===== src/include/adc_cfg_pkg.sv =====
// Shared constants, carriers and state codes for the converter mode configuration port
package adc_cfg_pkg;

  // ****************************************
  // Serial frame layout
  // ****************************************
  localparam int FRAME_BITS = 16;
  localparam int HDR_BITS = 8;
  localparam int ADDR_BITS = 7;
  localparam int DATA_BITS = 8;
  localparam int CNT_BITS = 5;
  localparam logic [4:0] CNT_ZERO = 5'h00;
  localparam logic [4:0] CNT_ONE = 5'h01;
  localparam logic [4:0] HDR_LAST = 5'h07;
  localparam logic [4:0] FRAME_LAST = 5'h0f;
  localparam int RW_BIT = 7;

  // ****************************************
  // Mode control register map
  // ****************************************
  localparam int REG_COUNT = 4;
  localparam logic [6:0] REG_RESET_IDX = 7'h00;
  localparam logic [6:0] REG_POWER_IDX = 7'h01;
  localparam logic [6:0] REG_TIMING_IDX = 7'h02;
  localparam logic [6:0] REG_FORMAT_IDX = 7'h03;
  localparam int RESET_BIT = 7;
  localparam int PD_LSB = 0;
  localparam int STAB_BIT = 0;
  localparam int FMT_LSB = 0;
  localparam logic [7:0] REG_RESET_VAL = 8'h00;
  localparam logic [7:0] REG_POWER_VAL = 8'h00;
  localparam logic [7:0] REG_TIMING_VAL = 8'h00;
  localparam logic [7:0] REG_FORMAT_VAL = 8'h00;
  localparam logic [7:0] READ_UNMAPPED = 8'h00;

  // ****************************************
  // Carriers
  // ****************************************
  typedef struct packed {
    logic cs_n;
    logic sck;
    logic sdi;
    logic sdo_in;
    logic prog_mode_select;
    logic encode_clock_pos;
    logic encode_clock_neg;
  } pin_in_s;

  // Idle pin levels: chip select high, data out pulled up
  localparam pin_in_s PINS_IDLE = 7'h48;

  typedef struct packed {
    logic stabilizer_en;
    logic [1:0] out_format;
    logic [1:0] power_down;
  } mode_cfg_s;

  localparam mode_cfg_s CFG_RESET = 5'h00;

  typedef enum logic [2:0] {
    XFER_IDLE = 3'b000,
    XFER_HDR = 3'b001,
    XFER_WRITE = 3'b010,
    XFER_READ = 3'b011,
    XFER_DONE = 3'b100
  } xfer_state_e;

endpackage


===== src/adc_mode_config_port.sv =====
// Mode configuration port: serial register access or parallel static mode pins
//
// Operation
// - Mode select low: the four pins form a serial configuration port.
// - Mode select high: the four pins are static inputs for a reduced mode set.
// - Serial clock edges shift data only while chip select is low.
// - Serial input is sampled on each of the first 16 serial clock rising edges of a frame.
// - Readback bits change on falling edges so the host captures them on rising edges.
// - Serial output only pulls low or releases; an external pull-up makes high.
// - Parallel mode: chip select level enables the duty cycle stabilizer.
// - Parallel mode: serial clock level selects the output data format.
// - Parallel mode: data in and data out levels select the power-down state.
// - Each rising edge of the positive encode input sampled while clock enable is high starts a two-channel conversion.
`timescale 1ns/10ps
`default_nettype none
module adc_mode_config_port (
  input wire logic mclk,
  input wire logic arst_n,
  input wire logic clk_en,
  input wire logic prog_mode_select,
  input wire logic cs_n,
  input wire logic sck,
  input wire logic sdi,
  input wire logic sdo_in,
  output logic sdo_out,
  output logic sdo_oe_n,
  input wire logic encode_clock_pos,
  input wire logic encode_clock_neg,
  output var adc_cfg_pkg::mode_cfg_s mode_cfg,
  output logic conv_start,
  output logic encode_single_ended,
  output logic frame_busy
);

  // ****************************************
  // Pin synchronisation and edge finding
  // ****************************************
  adc_cfg_pkg::pin_in_s pins_raw;
  adc_cfg_pkg::pin_in_s pins;
  logic [1:0] edge_level;
  logic [1:0] edge_rise;
  logic [1:0] edge_fall;
  logic sck_rise;
  logic sck_fall;
  logic enc_rise;
  logic serial_mode;
  logic frame_active;
  assign pins_raw = {cs_n, sck, sdi, sdo_in, prog_mode_select, encode_clock_pos,
                     encode_clock_neg};
  pin_sync #(
    .W($bits(adc_cfg_pkg::pin_in_s)),
    .RST_VAL(adc_cfg_pkg::PINS_IDLE)
  ) u_pin_sync (
    .mclk(mclk),
    .arst_n(arst_n),
    .clk_en(clk_en),
    .d(pins_raw),
    .q(pins)
  );
  assign edge_level = {pins.encode_clock_pos, pins.sck};
  edge_find #(
    .W(2)
  ) u_edge_find (
    .mclk(mclk),
    .arst_n(arst_n),
    .clk_en(clk_en),
    .level(edge_level),
    .rise(edge_rise),
    .fall(edge_fall)
  );

  assign sck_rise = edge_rise[0];
  assign sck_fall = edge_fall[0];
  assign enc_rise = edge_rise[1];
  assign serial_mode = ~pins.prog_mode_select;
  assign frame_active = serial_mode & ~pins.cs_n;

  // ****************************************
  // Frame sequencing
  // ****************************************
  adc_cfg_pkg::xfer_state_e state_reg;
  logic [4:0] bit_cnt_reg;
  logic [7:0] shift_reg;
  logic [7:0] shift_next;
  logic [6:0] addr_reg;
  logic shift_en;
  assign shift_next = {shift_reg[6:0], pins.sdi};
  assign shift_en = frame_active & sck_rise & (state_reg != adc_cfg_pkg::XFER_DONE);
  always_ff @(posedge mclk or negedge arst_n) begin
    if (!arst_n) begin
      state_reg <= adc_cfg_pkg::XFER_IDLE;
    end else if (clk_en) begin
      if (!frame_active) begin
        state_reg <= adc_cfg_pkg::XFER_IDLE;
      end else if (sck_rise) begin
        case (state_reg)
          adc_cfg_pkg::XFER_IDLE: state_reg <= adc_cfg_pkg::XFER_HDR;
          adc_cfg_pkg::XFER_HDR: begin
            if (bit_cnt_reg == adc_cfg_pkg::HDR_LAST) begin
              state_reg <= shift_next[adc_cfg_pkg::RW_BIT] ? adc_cfg_pkg::XFER_READ
                                                            : adc_cfg_pkg::XFER_WRITE;
            end
          end
          adc_cfg_pkg::XFER_WRITE, adc_cfg_pkg::XFER_READ: begin
            if (bit_cnt_reg == adc_cfg_pkg::FRAME_LAST) begin
              state_reg <= adc_cfg_pkg::XFER_DONE;
            end
          end
          adc_cfg_pkg::XFER_DONE: state_reg <= adc_cfg_pkg::XFER_DONE;
          default: state_reg <= adc_cfg_pkg::XFER_IDLE;
        endcase
      end
    end
  end

  always_ff @(posedge mclk or negedge arst_n) begin
    if (!arst_n) begin
      bit_cnt_reg <= adc_cfg_pkg::CNT_ZERO;
    end else if (clk_en) begin
      if (!frame_active) begin
        bit_cnt_reg <= adc_cfg_pkg::CNT_ZERO;
      end else if (shift_en) begin
        bit_cnt_reg <= bit_cnt_reg + adc_cfg_pkg::CNT_ONE;
      end
    end
  end
  // Sample on serial clock rising edge
  always_ff @(posedge mclk or negedge arst_n) begin
    if (!arst_n) begin
      shift_reg <= 8'h00;
    end else if (clk_en) begin
      if (shift_en) begin
        shift_reg <= shift_next;
      end
    end
  end

  always_ff @(posedge mclk or negedge arst_n) begin
    if (!arst_n) begin
      addr_reg <= 7'h00;
    end else if (clk_en) begin
      if (shift_en && state_reg == adc_cfg_pkg::XFER_HDR
          && bit_cnt_reg == adc_cfg_pkg::HDR_LAST) begin
        addr_reg <= shift_next[6:0];
      end
    end
  end

  // ****************************************
  // Mode control registers
  // ****************************************
  logic [7:0] regs [adc_cfg_pkg::REG_COUNT];
  logic [31:0] regs_flat;
  logic wr_commit;
  logic addr_mapped;
  assign regs_flat = {regs[3], regs[2], regs[1], regs[0]};
  assign addr_mapped = (addr_reg <= adc_cfg_pkg::REG_FORMAT_IDX);
  assign wr_commit = shift_en && state_reg == adc_cfg_pkg::XFER_WRITE
                     && bit_cnt_reg == adc_cfg_pkg::FRAME_LAST;

  always_ff @(posedge mclk or negedge arst_n) begin
    if (!arst_n) begin
      regs[0] <= adc_cfg_pkg::REG_RESET_VAL;
      regs[1] <= adc_cfg_pkg::REG_POWER_VAL;
      regs[2] <= adc_cfg_pkg::REG_TIMING_VAL;
      regs[3] <= adc_cfg_pkg::REG_FORMAT_VAL;
    end else if (clk_en) begin
      if (wr_commit && addr_reg == adc_cfg_pkg::REG_RESET_IDX
          && shift_next[adc_cfg_pkg::RESET_BIT]) begin
        // Software reset bit clears itself with the rest of the map
        regs[0] <= adc_cfg_pkg::REG_RESET_VAL;
        regs[1] <= adc_cfg_pkg::REG_POWER_VAL;
        regs[2] <= adc_cfg_pkg::REG_TIMING_VAL;
        regs[3] <= adc_cfg_pkg::REG_FORMAT_VAL;
      end else if (wr_commit && addr_mapped) begin
        regs[addr_reg[1:0]] <= shift_next;
      end
    end
  end

  // ****************************************
  // Readback on open-drain output
  // ****************************************
  logic [7:0] rd_shift_reg;
  logic sdo_low_reg;
  always_ff @(posedge mclk or negedge arst_n) begin
    if (!arst_n) begin
      rd_shift_reg <= 8'h00;
    end else if (clk_en) begin
      if (shift_en && state_reg == adc_cfg_pkg::XFER_HDR
          && bit_cnt_reg == adc_cfg_pkg::HDR_LAST) begin
        rd_shift_reg <= (shift_next[6:0] <= adc_cfg_pkg::REG_FORMAT_IDX)
                        ? regs[shift_next[1:0]] : adc_cfg_pkg::READ_UNMAPPED;
      end else if (frame_active && sck_fall && state_reg == adc_cfg_pkg::XFER_READ) begin
        rd_shift_reg <= {rd_shift_reg[6:0], 1'b0};
      end
    end
  end

  always_ff @(posedge mclk or negedge arst_n) begin
    if (!arst_n) begin
      sdo_low_reg <= 1'b0;
    end else if (clk_en) begin
      if (!frame_active) begin
        sdo_low_reg <= 1'b0;
      end else if (sck_fall && state_reg == adc_cfg_pkg::XFER_READ) begin
        sdo_low_reg <= ~rd_shift_reg[7];
      end else if (sck_fall && state_reg == adc_cfg_pkg::XFER_DONE) begin
        sdo_low_reg <= 1'b0;
      end
    end
  end

  // Only ever pulls low; a one is a released line
  assign sdo_out = 1'b0;
  assign sdo_oe_n = ~sdo_low_reg;

  // ****************************************
  // Operating mode selection
  // ****************************************
  always_ff @(posedge mclk or negedge arst_n) begin
    if (!arst_n) begin
      mode_cfg <= adc_cfg_pkg::CFG_RESET;
    end else if (clk_en) begin
      if (pins.prog_mode_select) begin
        mode_cfg.stabilizer_en <= pins.cs_n;
        mode_cfg.out_format <= {1'b0, pins.sck};
        mode_cfg.power_down <= {pins.sdi, pins.sdo_in};
      end else begin
        mode_cfg.stabilizer_en <= regs[2][adc_cfg_pkg::STAB_BIT];
        mode_cfg.out_format <= regs[3][adc_cfg_pkg::FMT_LSB +: 2];
        mode_cfg.power_down <= regs[1][adc_cfg_pkg::PD_LSB +: 2];
      end
    end
  end

  // ****************************************
  // Encode and status
  // ****************************************
  always_ff @(posedge mclk or negedge arst_n) begin
    if (!arst_n) begin
      conv_start <= 1'b0;
    end else if (clk_en) begin
      conv_start <= enc_rise;
    end
  end

  always_ff @(posedge mclk or negedge arst_n) begin
    if (!arst_n) begin
      encode_single_ended <= 1'b0;
      frame_busy <= 1'b0;
    end else if (clk_en) begin
      encode_single_ended <= ~pins.encode_clock_neg;
      frame_busy <= frame_active;
    end
  end

  // ****************************************
  // Assertions
  // ****************************************
  property p_serial_cfg;
    @(posedge mclk) disable iff (!arst_n)
    clk_en && !pins.prog_mode_select |=> mode_cfg.power_down == $past(regs_flat[9:8]);
  endproperty
  a_serial_cfg: assert property (p_serial_cfg)
    else $error("serial mode power-down not taken from register");
  property p_par_no_write;
    @(posedge mclk) disable iff (!arst_n)
    clk_en && pins.prog_mode_select |=> $stable(regs_flat) && bit_cnt_reg == 5'h00;
  endproperty
  a_par_no_write: assert property (p_par_no_write)
    else $error("register changed in parallel mode");
  property p_cs_high_no_shift;
    @(posedge mclk) disable iff (!arst_n)
    clk_en && pins.cs_n && sck_rise |=> $stable(regs_flat) && $stable(shift_reg);
  endproperty
  a_cs_high_no_shift: assert property (p_cs_high_no_shift)
    else $error("shift while chip select high");
  property p_write_lands;
    @(posedge mclk) disable iff (!arst_n)
    clk_en && wr_commit && addr_reg == 7'h01 |=> regs_flat[15:8] == $past(shift_next);
  endproperty
  a_write_lands: assert property (p_write_lands)
    else $error("written byte not stored");
  property p_read_drive;
    @(posedge mclk) disable iff (!arst_n)
    clk_en && frame_active && sck_fall && state_reg == adc_cfg_pkg::XFER_READ
    |=> sdo_oe_n == $past(rd_shift_reg[7])
        ##1 (sdo_oe_n == $past(sdo_oe_n) || !$past(frame_active));
  endproperty
  a_read_drive: assert property (p_read_drive)
    else $error("readback bit wrong after falling edge");
  property p_open_drain;
    @(posedge mclk) disable iff (!arst_n)
    !sdo_oe_n |-> sdo_out == 1'b0 && (state_reg == adc_cfg_pkg::XFER_READ
                                      || state_reg == adc_cfg_pkg::XFER_DONE);
  endproperty
  a_open_drain: assert property (p_open_drain)
    else $error("serial output driven outside readback");
  property p_par_stab;
    @(posedge mclk) disable iff (!arst_n)
    clk_en && pins.prog_mode_select |=> mode_cfg.stabilizer_en == $past(pins.cs_n);
  endproperty
  a_par_stab: assert property (p_par_stab)
    else $error("stabilizer not following chip select");
  property p_par_fmt;
    @(posedge mclk) disable iff (!arst_n)
    clk_en && pins.prog_mode_select |=> mode_cfg.out_format == {1'b0, $past(pins.sck)};
  endproperty
  a_par_fmt: assert property (p_par_fmt)
    else $error("format not following serial clock pin");
  property p_par_pd;
    @(posedge mclk) disable iff (!arst_n)
    clk_en && pins.prog_mode_select
    |=> mode_cfg.power_down == {$past(pins.sdi), $past(pins.sdo_in)};
  endproperty
  a_par_pd: assert property (p_par_pd)
    else $error("power-down not following data pins");
  property p_conv;
    @(posedge mclk) disable iff (!arst_n)
    clk_en |=> conv_start == $past(enc_rise);
  endproperty
  a_conv: assert property (p_conv)
    else $error("conversion start not tied to encode edge");
  property p_abort;
    @(posedge mclk) disable iff (!arst_n)
    clk_en && !frame_active |=> bit_cnt_reg == 5'h00 && state_reg == adc_cfg_pkg::XFER_IDLE
                                && sdo_oe_n;
  endproperty
  a_abort: assert property (p_abort)
    else $error("frame not aborted by chip select");

endmodule
`default_nettype wire


===== src/pin_sync.sv =====
// Two-flop synchroniser for a group of pin inputs
`timescale 1ns/10ps
`default_nettype none
module pin_sync #(
  parameter int W = 7,
  parameter logic [W-1:0] RST_VAL = '0
) (
  input wire logic mclk,
  input wire logic arst_n,
  input wire logic clk_en,
  input wire logic [W-1:0] d,
  output var logic [W-1:0] q
);

  logic [W-1:0] meta_reg;

  always_ff @(posedge mclk or negedge arst_n) begin
    if (!arst_n) begin
      meta_reg <= RST_VAL;
      q <= RST_VAL;
    end else if (clk_en) begin
      meta_reg <= d;
      q <= meta_reg;
    end
  end

endmodule
`default_nettype wire


===== src/edge_find.sv =====
// Rising and falling edge finder for synchronised levels
`timescale 1ns/10ps
`default_nettype none
module edge_find #(
  parameter int W = 2
) (
  input wire logic mclk,
  input wire logic arst_n,
  input wire logic clk_en,
  input wire logic [W-1:0] level,
  output logic [W-1:0] rise,
  output logic [W-1:0] fall
);

  logic [W-1:0] prev_reg;

  always_ff @(posedge mclk or negedge arst_n) begin
    if (!arst_n) begin
      prev_reg <= '0;
    end else if (clk_en) begin
      prev_reg <= level;
    end
  end

  assign rise = level & ~prev_reg;
  assign fall = ~level & prev_reg;

endmodule
`default_nettype wire


===== config.mk =====
export PLATFORM = sky130hd
export DESIGN_NAME = adc_mode_config_port
export DESIGN_NICKNAME = d
export VERILOG_FILES = /design/src/include/adc_cfg_pkg.sv /design/src/adc_mode_config_port.sv /design/src/pin_sync.sv /design/src/edge_find.sv
export SDC_FILE = /design/constraint.sdc
export NUM_CORES = 1
export LEC_CHECK = 0
export BUFFER_PORTS_ARGS = -buffer_cell sky130_fd_sc_hd__clkbuf_2
export CORE_MARGIN = 2
export CORE_UTILIZATION = 55
export CTS_CLUSTER_DIAMETER = 120
export DETAILED_ROUTE_END_ITERATION = 16
export GPL_ROUTABILITY_DRIVEN = 0
export MAX_ROUTING_LAYER = met4
export PLACE_DENSITY = 0.85
export SLEW_MARGIN = 15
export SYNTH_ARGS = -nofsm -noshare
export SYNTH_HDL_FRONTEND = slang
export SYNTH_SLANG_ARGS = --single-unit

===== constraint.sdc =====
create_clock -name mclk -period 4.1 [get_ports mclk]
set_input_delay 1.23 -clock mclk [delete_from_list [all_inputs] [get_ports mclk]]
set_output_delay 1.23 -clock mclk [all_outputs]
set_load 0.01 [all_outputs]

Yosys cells after proc, flatten, opt, wreduce, memory -nomap -nowiden:

Index checks and enable logic that the tools add are counted.

* bits in registers: 87
* bits of input ports: 10
* word-level logic and storage cells: 98

* add/subtract/negate cells: 1
* magnitude comparators: 5
* equality and inequality tests: 12
* mux-type cells: 23
* bitwise logic cells: 14
* reduce and logical (&&, ||, !) cells: 24

Operator list (number)
* $mux W32: 2
* $mux W8: 6
* $bwmux W32: 1
* $bmux W8 S2: 1
* $demux W8 S2: 1
* $mux W5: 3
* $le A7 B2 Y1 const B: 2
* $logic_and A1 B1 Y1: 12
* $mux W3: 4
* $pmux W3 S4: 1
* $reduce_and A2 Y1: 6
* $ne A3 B3 Y1 const B: 3
* $logic_not A7 Y1: 1
* $eq A3 B2 Y1 const B: 2
* $ge A3 B3 Y1 const B: 2
* $not A1 Y1: 6
* $not A2 Y3: 2
* $add A5 B1 Y5 const B: 1
* $eq A5 B3 Y1 const B: 1
* $eq A5 B4 Y1 const B: 1
* $and A1 B1 Y1: 4
* $mux W1: 4
* $reduce_and A4 Y1: 1
* $reduce_bool A2 Y1: 2
* 10 further kinds: 10

Depth between registers and ports, before layout:

Gate-level depths: netlist (run 1).

* depth in word-level cells: 10
* gate-level depth with buffers: 8

Hierarchy:

A second synthesis (run 1) with hierarchy kept.

* cell total of the unflattened synthesis: 321
* area total of the unflattened synthesis: 4016.4 um^2

Modules (own cells, without submodules)
* adc_mode_config_port: times used 1, cells an instance 284, area each 3387.0 um^2, sequential area each 1776.7 um^2
* pin_sync: times used 1, cells an instance 29, area each 524.3 um^2, sequential area each 355.3 um^2
* edge_find: times used 1, cells an instance 8, area each 105.1 um^2, sequential area each 50.0 um^2

Least setup slack after synthesis (run 1):

OpenSTA, ideal clock, no wires.

* kind: input to register
* start point: input clk_en
* end point: register u_pin_sync.meta_reg[2]
* arrival time: 2.219 ns
* required time: 3.975 ns
* slack: 1.757 ns
* stages: 3
* path buffers: 2
* cells stage by stage: clkbuf_1 > clkbuf_1 > mux2_2

RTL lines
* from (decl): line adc_mode_config_port.sv:19 `input wire logic clk_en,`
* to (signal assigned): line pin_sync.sv:19 `meta_reg <= RST_VAL;`
* to (signal assigned): line pin_sync.sv:22 `meta_reg <= d;`
* to (decl): line pin_sync.sv:15 `logic [W-1:0] meta_reg;`

No word-level cell between the ends.

Worst setup path in the final report (run 1):

* start point: register bit_cnt_reg[0]
* end point: register regs[30] in the netlist's numbering

* cells in the longest elaborated chain, start to end: 6
* elaborated cells between the ends (all ways): 8
* those cells by class: eq/ne (1); mux (1); reduce/logical (6)

Ends and longest elaborated chain
* from (decl): line adc_mode_config_port.sv:82 `logic [4:0] bit_cnt_reg;`
* from (signal assigned): line adc_mode_config_port.sv:118 `bit_cnt_reg <= adc_cfg_pkg::CNT_ZERO;`
* from (signal assigned): line adc_mode_config_port.sv:121 `bit_cnt_reg <= adc_cfg_pkg::CNT_ZERO;`
* from (signal assigned): line adc_mode_config_port.sv:123 `bit_cnt_reg <= bit_cnt_reg + adc_cfg_pkg::CNT_ONE;`
* $eq A5 B4 Y1 (*): line adc_mode_config_port.sv:159 `&& bit_cnt_reg == adc_cfg_pkg::FRAME_LAST;`
* $logic_and A1 B1 Y1 (*): line adc_mode_config_port.sv:159
* $logic_and A1 B1 Y1: line adc_mode_config_port.sv:168 `if (wr_commit && addr_reg == adc_cfg_pkg::REG_RESET_IDX`
* $logic_and A1 B1 Y1: line adc_mode_config_port.sv:169 `&& shift_next[adc_cfg_pkg::RESET_BIT]) begin`
* $reduce_bool A2 Y1 (no line)
* $reduce_and A2 Y1 (no line)
* to (signal, indexed assignment): line adc_mode_config_port.sv:176 `regs[addr_reg[1:0]] <= shift_next;`
* to (decl): line adc_mode_config_port.sv:152 `logic [7:0] regs [adc_cfg_pkg::REG_COUNT];`

Every way passes the cells marked *; elsewhere a longest branch is shown, timed or not.
A chain may end at the register's enable or synchronous reset.

==> results of run 1 <==
==> worst register-to-register path: stages (launching register included) <==
cell and delay, ns:
dfrtp_1 0.39, ha_1 0.20, and3_1 0.18, ha_1 0.18, nor3b_1 0.40, and2_1 0.47
nand4_1 0.47, mux2_2 0.43
==> worst max-delay path by stage <==
stage / start / end / slack, ns / depth (start not counted)
floorplan: clk_en / u_pin_sync.meta_reg[2] / 1.76 / 3
global placement: clk_en / rd_shift_reg[4] / 1.25 / 5
detailed placement: clk_en / rd_shift_reg[1] / 1.18 / 5
CTS: bit_cnt_reg[0] / regs[30] / 1.34 / 7
global route: bit_cnt_reg[0] / regs[22] / 1.02 / 7
finish: bit_cnt_reg[0] / regs[30] / 1.28 / 7
==> metal layers <==
metal | share of wire [%] | routed length, µm
met2 | 47 | 4090
met5 | 0 | 0
met4 | 2.3 | 197
met3 | 6.3 | 543
met1 | 44 | 3820
==> cell usage in the layout (no fill, tap or decap), types with 2 or more instances in the layout <==
cell type	Yosys	layout
bufinv_16	0	2
clkinv_2	0	2
o21ai_0	15	15
and2_1	2	2
a221oi_1	8	8
a31oi_1	15	15
a41oi_1	7	7
dfstp_2	4	4
clkbuf_2	0	17
o2bb2ai_1	2	2
xor2_1	2	2
or3b_2	2	2
nand3_1	7	7
and3_1	3	3
nor4_4	2	2
dfrtp_1	83	83
nor4_2	2	2
nor2b_1	3	3
a22o_1	22	22
buf_4	3	2
mux4_2	7	7
nand4_1	6	6
mux2_2	33	33
inv_1	17	17
nand2_1	8	8
nor2_1	18	18
a21oi_1	5	5
mux2i_1	13	13
ha_1	2	2
clkbuf_8	0	9
clkinv_4	0	2
==> per-stage QoR <==
| stage | instance area (µm²) | cells | worst slack (ns) | utilization [%] | total power, mW |
|---|---|---|---|---|---|
| after CTS | 4480 | 444 | 1.34 | 61.4 | 1.88 |
| after floorplan | 4160 | 334 | 1.76 | - | 1.14 |
| final | 4500 | 445 | 1.28 | 61.7 | 1.88 |
| after global placement | 4260 | 428 | 1.25 | 58.4 | 1.22 |
| after global routing | 4500 | 445 | 1.02 | 61.7 | 1.96 |
| after detailed placement | 4260 | 428 | 1.18 | 58.4 | 1.23 |
==> layout make-up <==
type                            instances  area (µm²)
Clock buffer                            9         124
Clock inverter                          7        96.3
Fill cell                             577        2790
Inverter                               17        63.8
Multi-Input combinational cell        206        1790
Sequential cell                        87        2180
Tap cell                               99         124
Timing Repair Buffer                   20         120
==> power groups by stage <==
stage,sequential (mW),combinational [mW],clock (mW)
2_1_floorplan,0.982,0.162,0
3_3_place_gp,1.04,0.185,0
3_5_place_dp,1.04,0.191,0
4_1_cts,1.02,0.192,0.667
5_1_grt,1.04,0.212,0.706
6_report,1.03,0.193,0.663
==> kinds of logic (layout without fill, tap and decap cells) <==
logic type / Yosys count / after routing / share of synthesized area, %
AO/OA/AOI/OAI: 82 / 82 / 15.2
XOR/XNOR: 2 / 2 / 0.422
other: 1 / 1 / 0.0902
adder cells (fa/ha/maj): 2 / 2 / 0.602
multiplexers: 54 / 54 / 16.5
flip-flops: 87 / 87 / 52.5
AND/OR/NAND/NOR: 65 / 65 / 10.3
buffers and inverters: 41 / 53 / 4.46
==> results.ini, run 1 <==
[logic_synthesis]
netlist_instances=334
yosysTopAreaCellShare_pct=50.0
syn_nets=346
synth_commonest_cells=dfrtp_1, mux2_2, a22o_1
synth_warnings=0
synthFlopType=dfrtp_1
netlist_area_mm2=0.00416
ys_seq_area_share_pct=52.5
synthArstFlopShare_pct=100
yosysTopAreaCell=dfrtp_1
synthMostInstantiatedCell=dfrtp_1
ys_top_cells_by_area=dfrtp_1, mux2_2, a22o_1
synth_area_per_cell_um2=12.4
synth_edf_count=0
yosys_register_bits=87
synth_cell_types=52

[run]
cap_violations=0

[power]
power.density_mw_per_mm2=419
p_sw_mw=0.533
swShare_pct=28.3
p_int_mw=1.35
pwr-share-comb_pct=10.2
leakagePower_nw=1.97
peakVddDrop_v=0.000312
p_clk_share_pct=35.2
seq_power_share_pct=54.6

[global_route]
grt_use_met1_pct=32.3
grt_pass1_wl_um=14700
grt-ovfl-total=0
grt_usage_pct=23.3
grt.met2_usage_pct=34.6
first_global_vias=2895
antenna_found_initial=0
grt_use_met3_pct=4.51
grt_max_degree=88
top_usage_layer=met2

[sta]
relSlewSlack_pct=45.2
hold_violations=0
setup_tns_ns=0
final.period_utilization_pct=68.9
period_minus_slack_ns=2.82
whs_ns=0.459
drv_slew=0
rsz0062_at_grt=false
worst_pin_slew_ns=0.821
finalSetupViolCount=0
fmax_mhz=354
fin_skew_ns=0.0165

[clocking]
clockBufferDepth=2
cts.sinks=87
clk_pin_slew_ns=0.09
cts_root_buf=clkbuf_8
numCtsBuffers=9
hold_buffers=0
post-cts-setup-buffer-count=0
post_cts_resized=0
cts_tree=yes
h-tree-depth=3
insertion_delay_ns=0.36

[outcome]
status=complete, no violations

[route]
postRouteAntennaNets=0
wl_per_cell_um=19.4
drc=0
vias=2863
drt_pre_antenna_iters=5
initialDrtViolationCount=300
totalWireLength_um=8650
post_drt_via_cell_ratio=6.43

[cells_and_area]
drive_gt1_share_pct=27.5
largest_reg_flops=32
num_antenna_cells=0
areaGrowthSynthToFinish_pct=8.25
final_nets=353

[worst_setup_path]
path_delay_family=simple AND/OR/NAND/NOR gates
r2r_slack_ns=1.28
path_max_fanout=12
path_buf_inv=0
crit_required_ns=4.34
worst-r2r-cell-count=7
end_kind=flop
worstPathArrival_ns=3.07
crit_path_frequent_cell=ha_1
slowest_delay_ns=0.47
crit_type=reg -> reg
path_cells=ha_1, and3_1, ha_1, nor3b_1, and2_1, nand4_1, mux2_2
rr_startpoint=bit_cnt_reg[0]
cp-start-kind=flop
r2r-end=regs[30]
cp_slowest_cell=and2_1

[floorplan]
core_area_mm2=0.00729
die_h_um=90.9
die_w_um=90.9
io_pins=20
rows=31
die_area_mm2=0.00827
start_util_pct=57.0

[hold_path]
min_path_cells=1
holdCritStartpoint=rd_shift_reg[7]
hold_class=reg -> reg
whs_endpoint=sdo_low_reg

[place]
dp_hpwl_um=5670
portBuffers=18

Note: power is estimated with default switching activity, not from simulation.
==> run 2, diff against run 1 <==
--- a/config.mk
+++ b/config.mk
@@ -5,6 +5,7 @@
 export SDC_FILE = /design/constraint.sdc
 export NUM_CORES = 1
 export LEC_CHECK = 0
+export ABC_AREA = 1
 export BUFFER_PORTS_ARGS = -buffer_cell sky130_fd_sc_hd__clkbuf_2
 export CORE_MARGIN = 2
 export CORE_UTILIZATION = 55
==> constraint.sdc (replaced) <==
create_clock -name mclk -period 2.8 [get_ports mclk]
set_input_delay 0.84 -clock mclk [delete_from_list [all_inputs] [get_ports mclk]]
set_output_delay 0.84 -clock mclk [all_outputs]
set_load 0.01 [all_outputs]
==> results.ini, run 2 <==
[run]
cap_violations=0  ; unchanged

[floorplan]
start_util_pct=56.0  ; -0.96 points
io_pins=20  ; unchanged
die_area_mm2=0.00847  ; +2.4%
die_w_um=92.0  ; +1.2%
die_h_um=92.0  ; +1.2%
rows=32  ; +3.2%
core_area_mm2=0.00761  ; +4.3%

[clocking]
numCtsBuffers=9  ; unchanged
post-cts-setup-buffer-count=0  ; unchanged
cts_tree=yes
clk_pin_slew_ns=0.10  ; about the same
cts.sinks=87  ; unchanged
post_cts_resized=0  ; unchanged
cts_root_buf=clkbuf_8
h-tree-depth=3  ; unchanged
insertion_delay_ns=0.38  ; +0.02 ns
hold_buffers=0  ; unchanged
clockBufferDepth=2  ; unchanged

[logic_synthesis]
synthArstFlopShare_pct=100  ; unchanged
ys_seq_area_share_pct=51.2  ; -1.3 points
synth_commonest_cells=nand2_1, dfrtp_1, inv_1
synthFlopType=dfrtp_1
synth_edf_count=0  ; unchanged
yosys_register_bits=87  ; unchanged
synth_area_per_cell_um2=7.83  ; -37%
netlist_area_mm2=0.00426  ; +2.6%
ys_top_cells_by_area=dfrtp_1, nand2_1, inv_1
yosysTopAreaCell=dfrtp_1
yosysTopAreaCellShare_pct=48.7  ; -1.2 points
synth_cell_types=32  ; -38%
synthMostInstantiatedCell=nand2_1
netlist_instances=544  ; +63%
synth_warnings=0  ; unchanged
syn_nets=556  ; +61%

[route]
drc=0  ; unchanged
post_drt_via_cell_ratio=5.26  ; -18%
vias=3514  ; +23%
initialDrtViolationCount=233  ; -22%
drt_pre_antenna_iters=5  ; unchanged
totalWireLength_um=9350  ; +8.1%
wl_per_cell_um=14.0  ; -28%
postRouteAntennaNets=0  ; unchanged

[sta]
relSlewSlack_pct=57.0  ; +12 points
fmax_mhz=481  ; +36%
whs_ns=0.427  ; -0.0314 ns
period_minus_slack_ns=2.08  ; -0.744 ns
worst_pin_slew_ns=0.641  ; -0.181 ns
finalSetupViolCount=0  ; unchanged
fin_skew_ns=0.0120  ; -0.00442 ns
final.period_utilization_pct=74.3  ; +5.4 points
drv_slew=0  ; unchanged
hold_violations=0  ; unchanged
rsz0062_at_grt=false
setup_tns_ns=0  ; unchanged

[cells_and_area]
layout_common_cells=nand2_1, dfrtp_1, inv_1, o21ai_0, nand3_1
final_area_mm2=0.00463  ; +3.0%
largest_reg_flops=32  ; unchanged
post-route-util_pct=60.9  ; -0.78 points
fill_cells=638  ; +11%
areaGrowthSynthToFinish_pct=8.72
num_antenna_cells=0  ; unchanged
drive_gt1_share_pct=13.3  ; -14 points
final_nets=573  ; +62%
final_common_cell=nand2_1

[outcome]
status=complete, no violations

[global_route]
antenna_found_initial=0  ; unchanged
grt_usage_pct=25.2  ; +1.9 points
grt_max_degree=48  ; -45%
grt_pass1_wl_um=16100  ; +9.1%
first_global_vias=3348  ; +16%
grt-ovfl-total=0  ; unchanged

[worst_setup_path]
end_kind=flop
worstPathArrival_ns=2.34  ; -0.73 ns
crit_type=reg -> reg
cp-start-kind=flop
path_max_fanout=9  ; -3
crit_required_ns=3.06  ; -1.28 ns

[power]
peakVddDrop_v=0.000330  ; +5.5%
power.density_mw_per_mm2=626  ; +49%
p_total_mw=2.90  ; +54%
leakagePower_nw=2.37  ; +20%

[hold_path]
hold_class=in -> async

[place]
placed_cell_area_mm2=0.00443  ; +4.0%
dp_hpwl_um=6390  ; +13%
portBuffers=18  ; unchanged

[run 2: changes by cell type in the layout (fill, tap and decap cells not counted), sizes merged, moves of 8 or more]
cell    delta
a22o      -22
nand2    +218
nand3     +27
a221oi     -8
inv       +50
o21ai     +44
mux4       -8
mux2i     -13
mux2      -33
a31oi     -15
nor2      +12
[run 2: power breakdown]
| part | internal [mW] | leakage, nW | switching, mW |
|---|---|---|---|
| combinational | 0.144 | 1.10 | 0.358 |
| sequential | 1.35 | 1.17 | 0.135 |
| clock | 0.423 | 0.0968 | 0.497 |
| total | 1.91 | 2.37 | 0.990 |
[run 2: through the flow]
step,worst slack [ns],std cells
after floorplan,1.07,544
after global placement,0.752,652
after detailed placement,0.657,652
after CTS,0.713,668
after global routing,0.432,668
final,0.720,668
[run 2: final timing paths]
check | end | startpoint | slack [ns] | cells after the start
max in group asynchronous | u_pin_sync.meta_reg[6] | arst_n | 1.69 | 2
min in group mclk | u_pin_sync.q[3] | u_pin_sync.q[3] | 0.47 | 2
hold reg to reg | u_pin_sync.q[3] | u_pin_sync.q[3] | 0.47 | 2
hold / removal | regs[28] | arst_n | 0.43 | 1
setup reg to reg | regs[16] | bit_cnt_reg[0] | 0.72 | 11
setup / recovery | regs[16] | bit_cnt_reg[0] | 0.72 | 11
[run 2: layer usage]
| layer | up-vias | global-route usage (%) | wire (µm) |
|---|---|---|---|
| li1 | 1716 | - | - |
| met1 | 1662 | 33.2 | 4090 |
| met2 | 111 | 37.9 | 4470 |
| met3 | 25 | 6.24 | 532 |
| met4 | 0 | 9.70 | 255 |
| met5 | - | - | 0 |
[run 2: worst max-delay path, cell delays in order (launching register included)]
cell,delay [ns]
dfrtp_1,0.40
ha_1,0.19
nand2_1,0.08
nor2_1,0.10
ha_1,0.18
inv_1,0.05
nor2_1,0.10
nand3_2,0.21
nor2_4,0.20
o21ai_1,0.25
nand2_1,0.13
nand2_1,0.06
[run 2: layout make-up]
cell class                 instances  area (µm²)  share of cell area (%)
inverter                          67         251                    5.43
tap                              102         128                    2.75
clock inverter                     7        80.1                    1.73
multi-input combinational        374        1730                    37.4
sequential                        87        2180                    47.1
clock buffer                       9         124                    2.67
timing repair buffer              22         135                    2.92
[run 2: cells by family after synthesis]
| family | share of synthesized area, % |
|---|---|
| AO/OA/AOI/OAI | 9.40 |
| adder cells (fa/ha/maj) | 0.587 |
| buffers and inverters | 8.13 |
| flip-flops | 51.2 |
| other | 0.0880 |
| AND/OR/NAND/NOR | 30.6 |
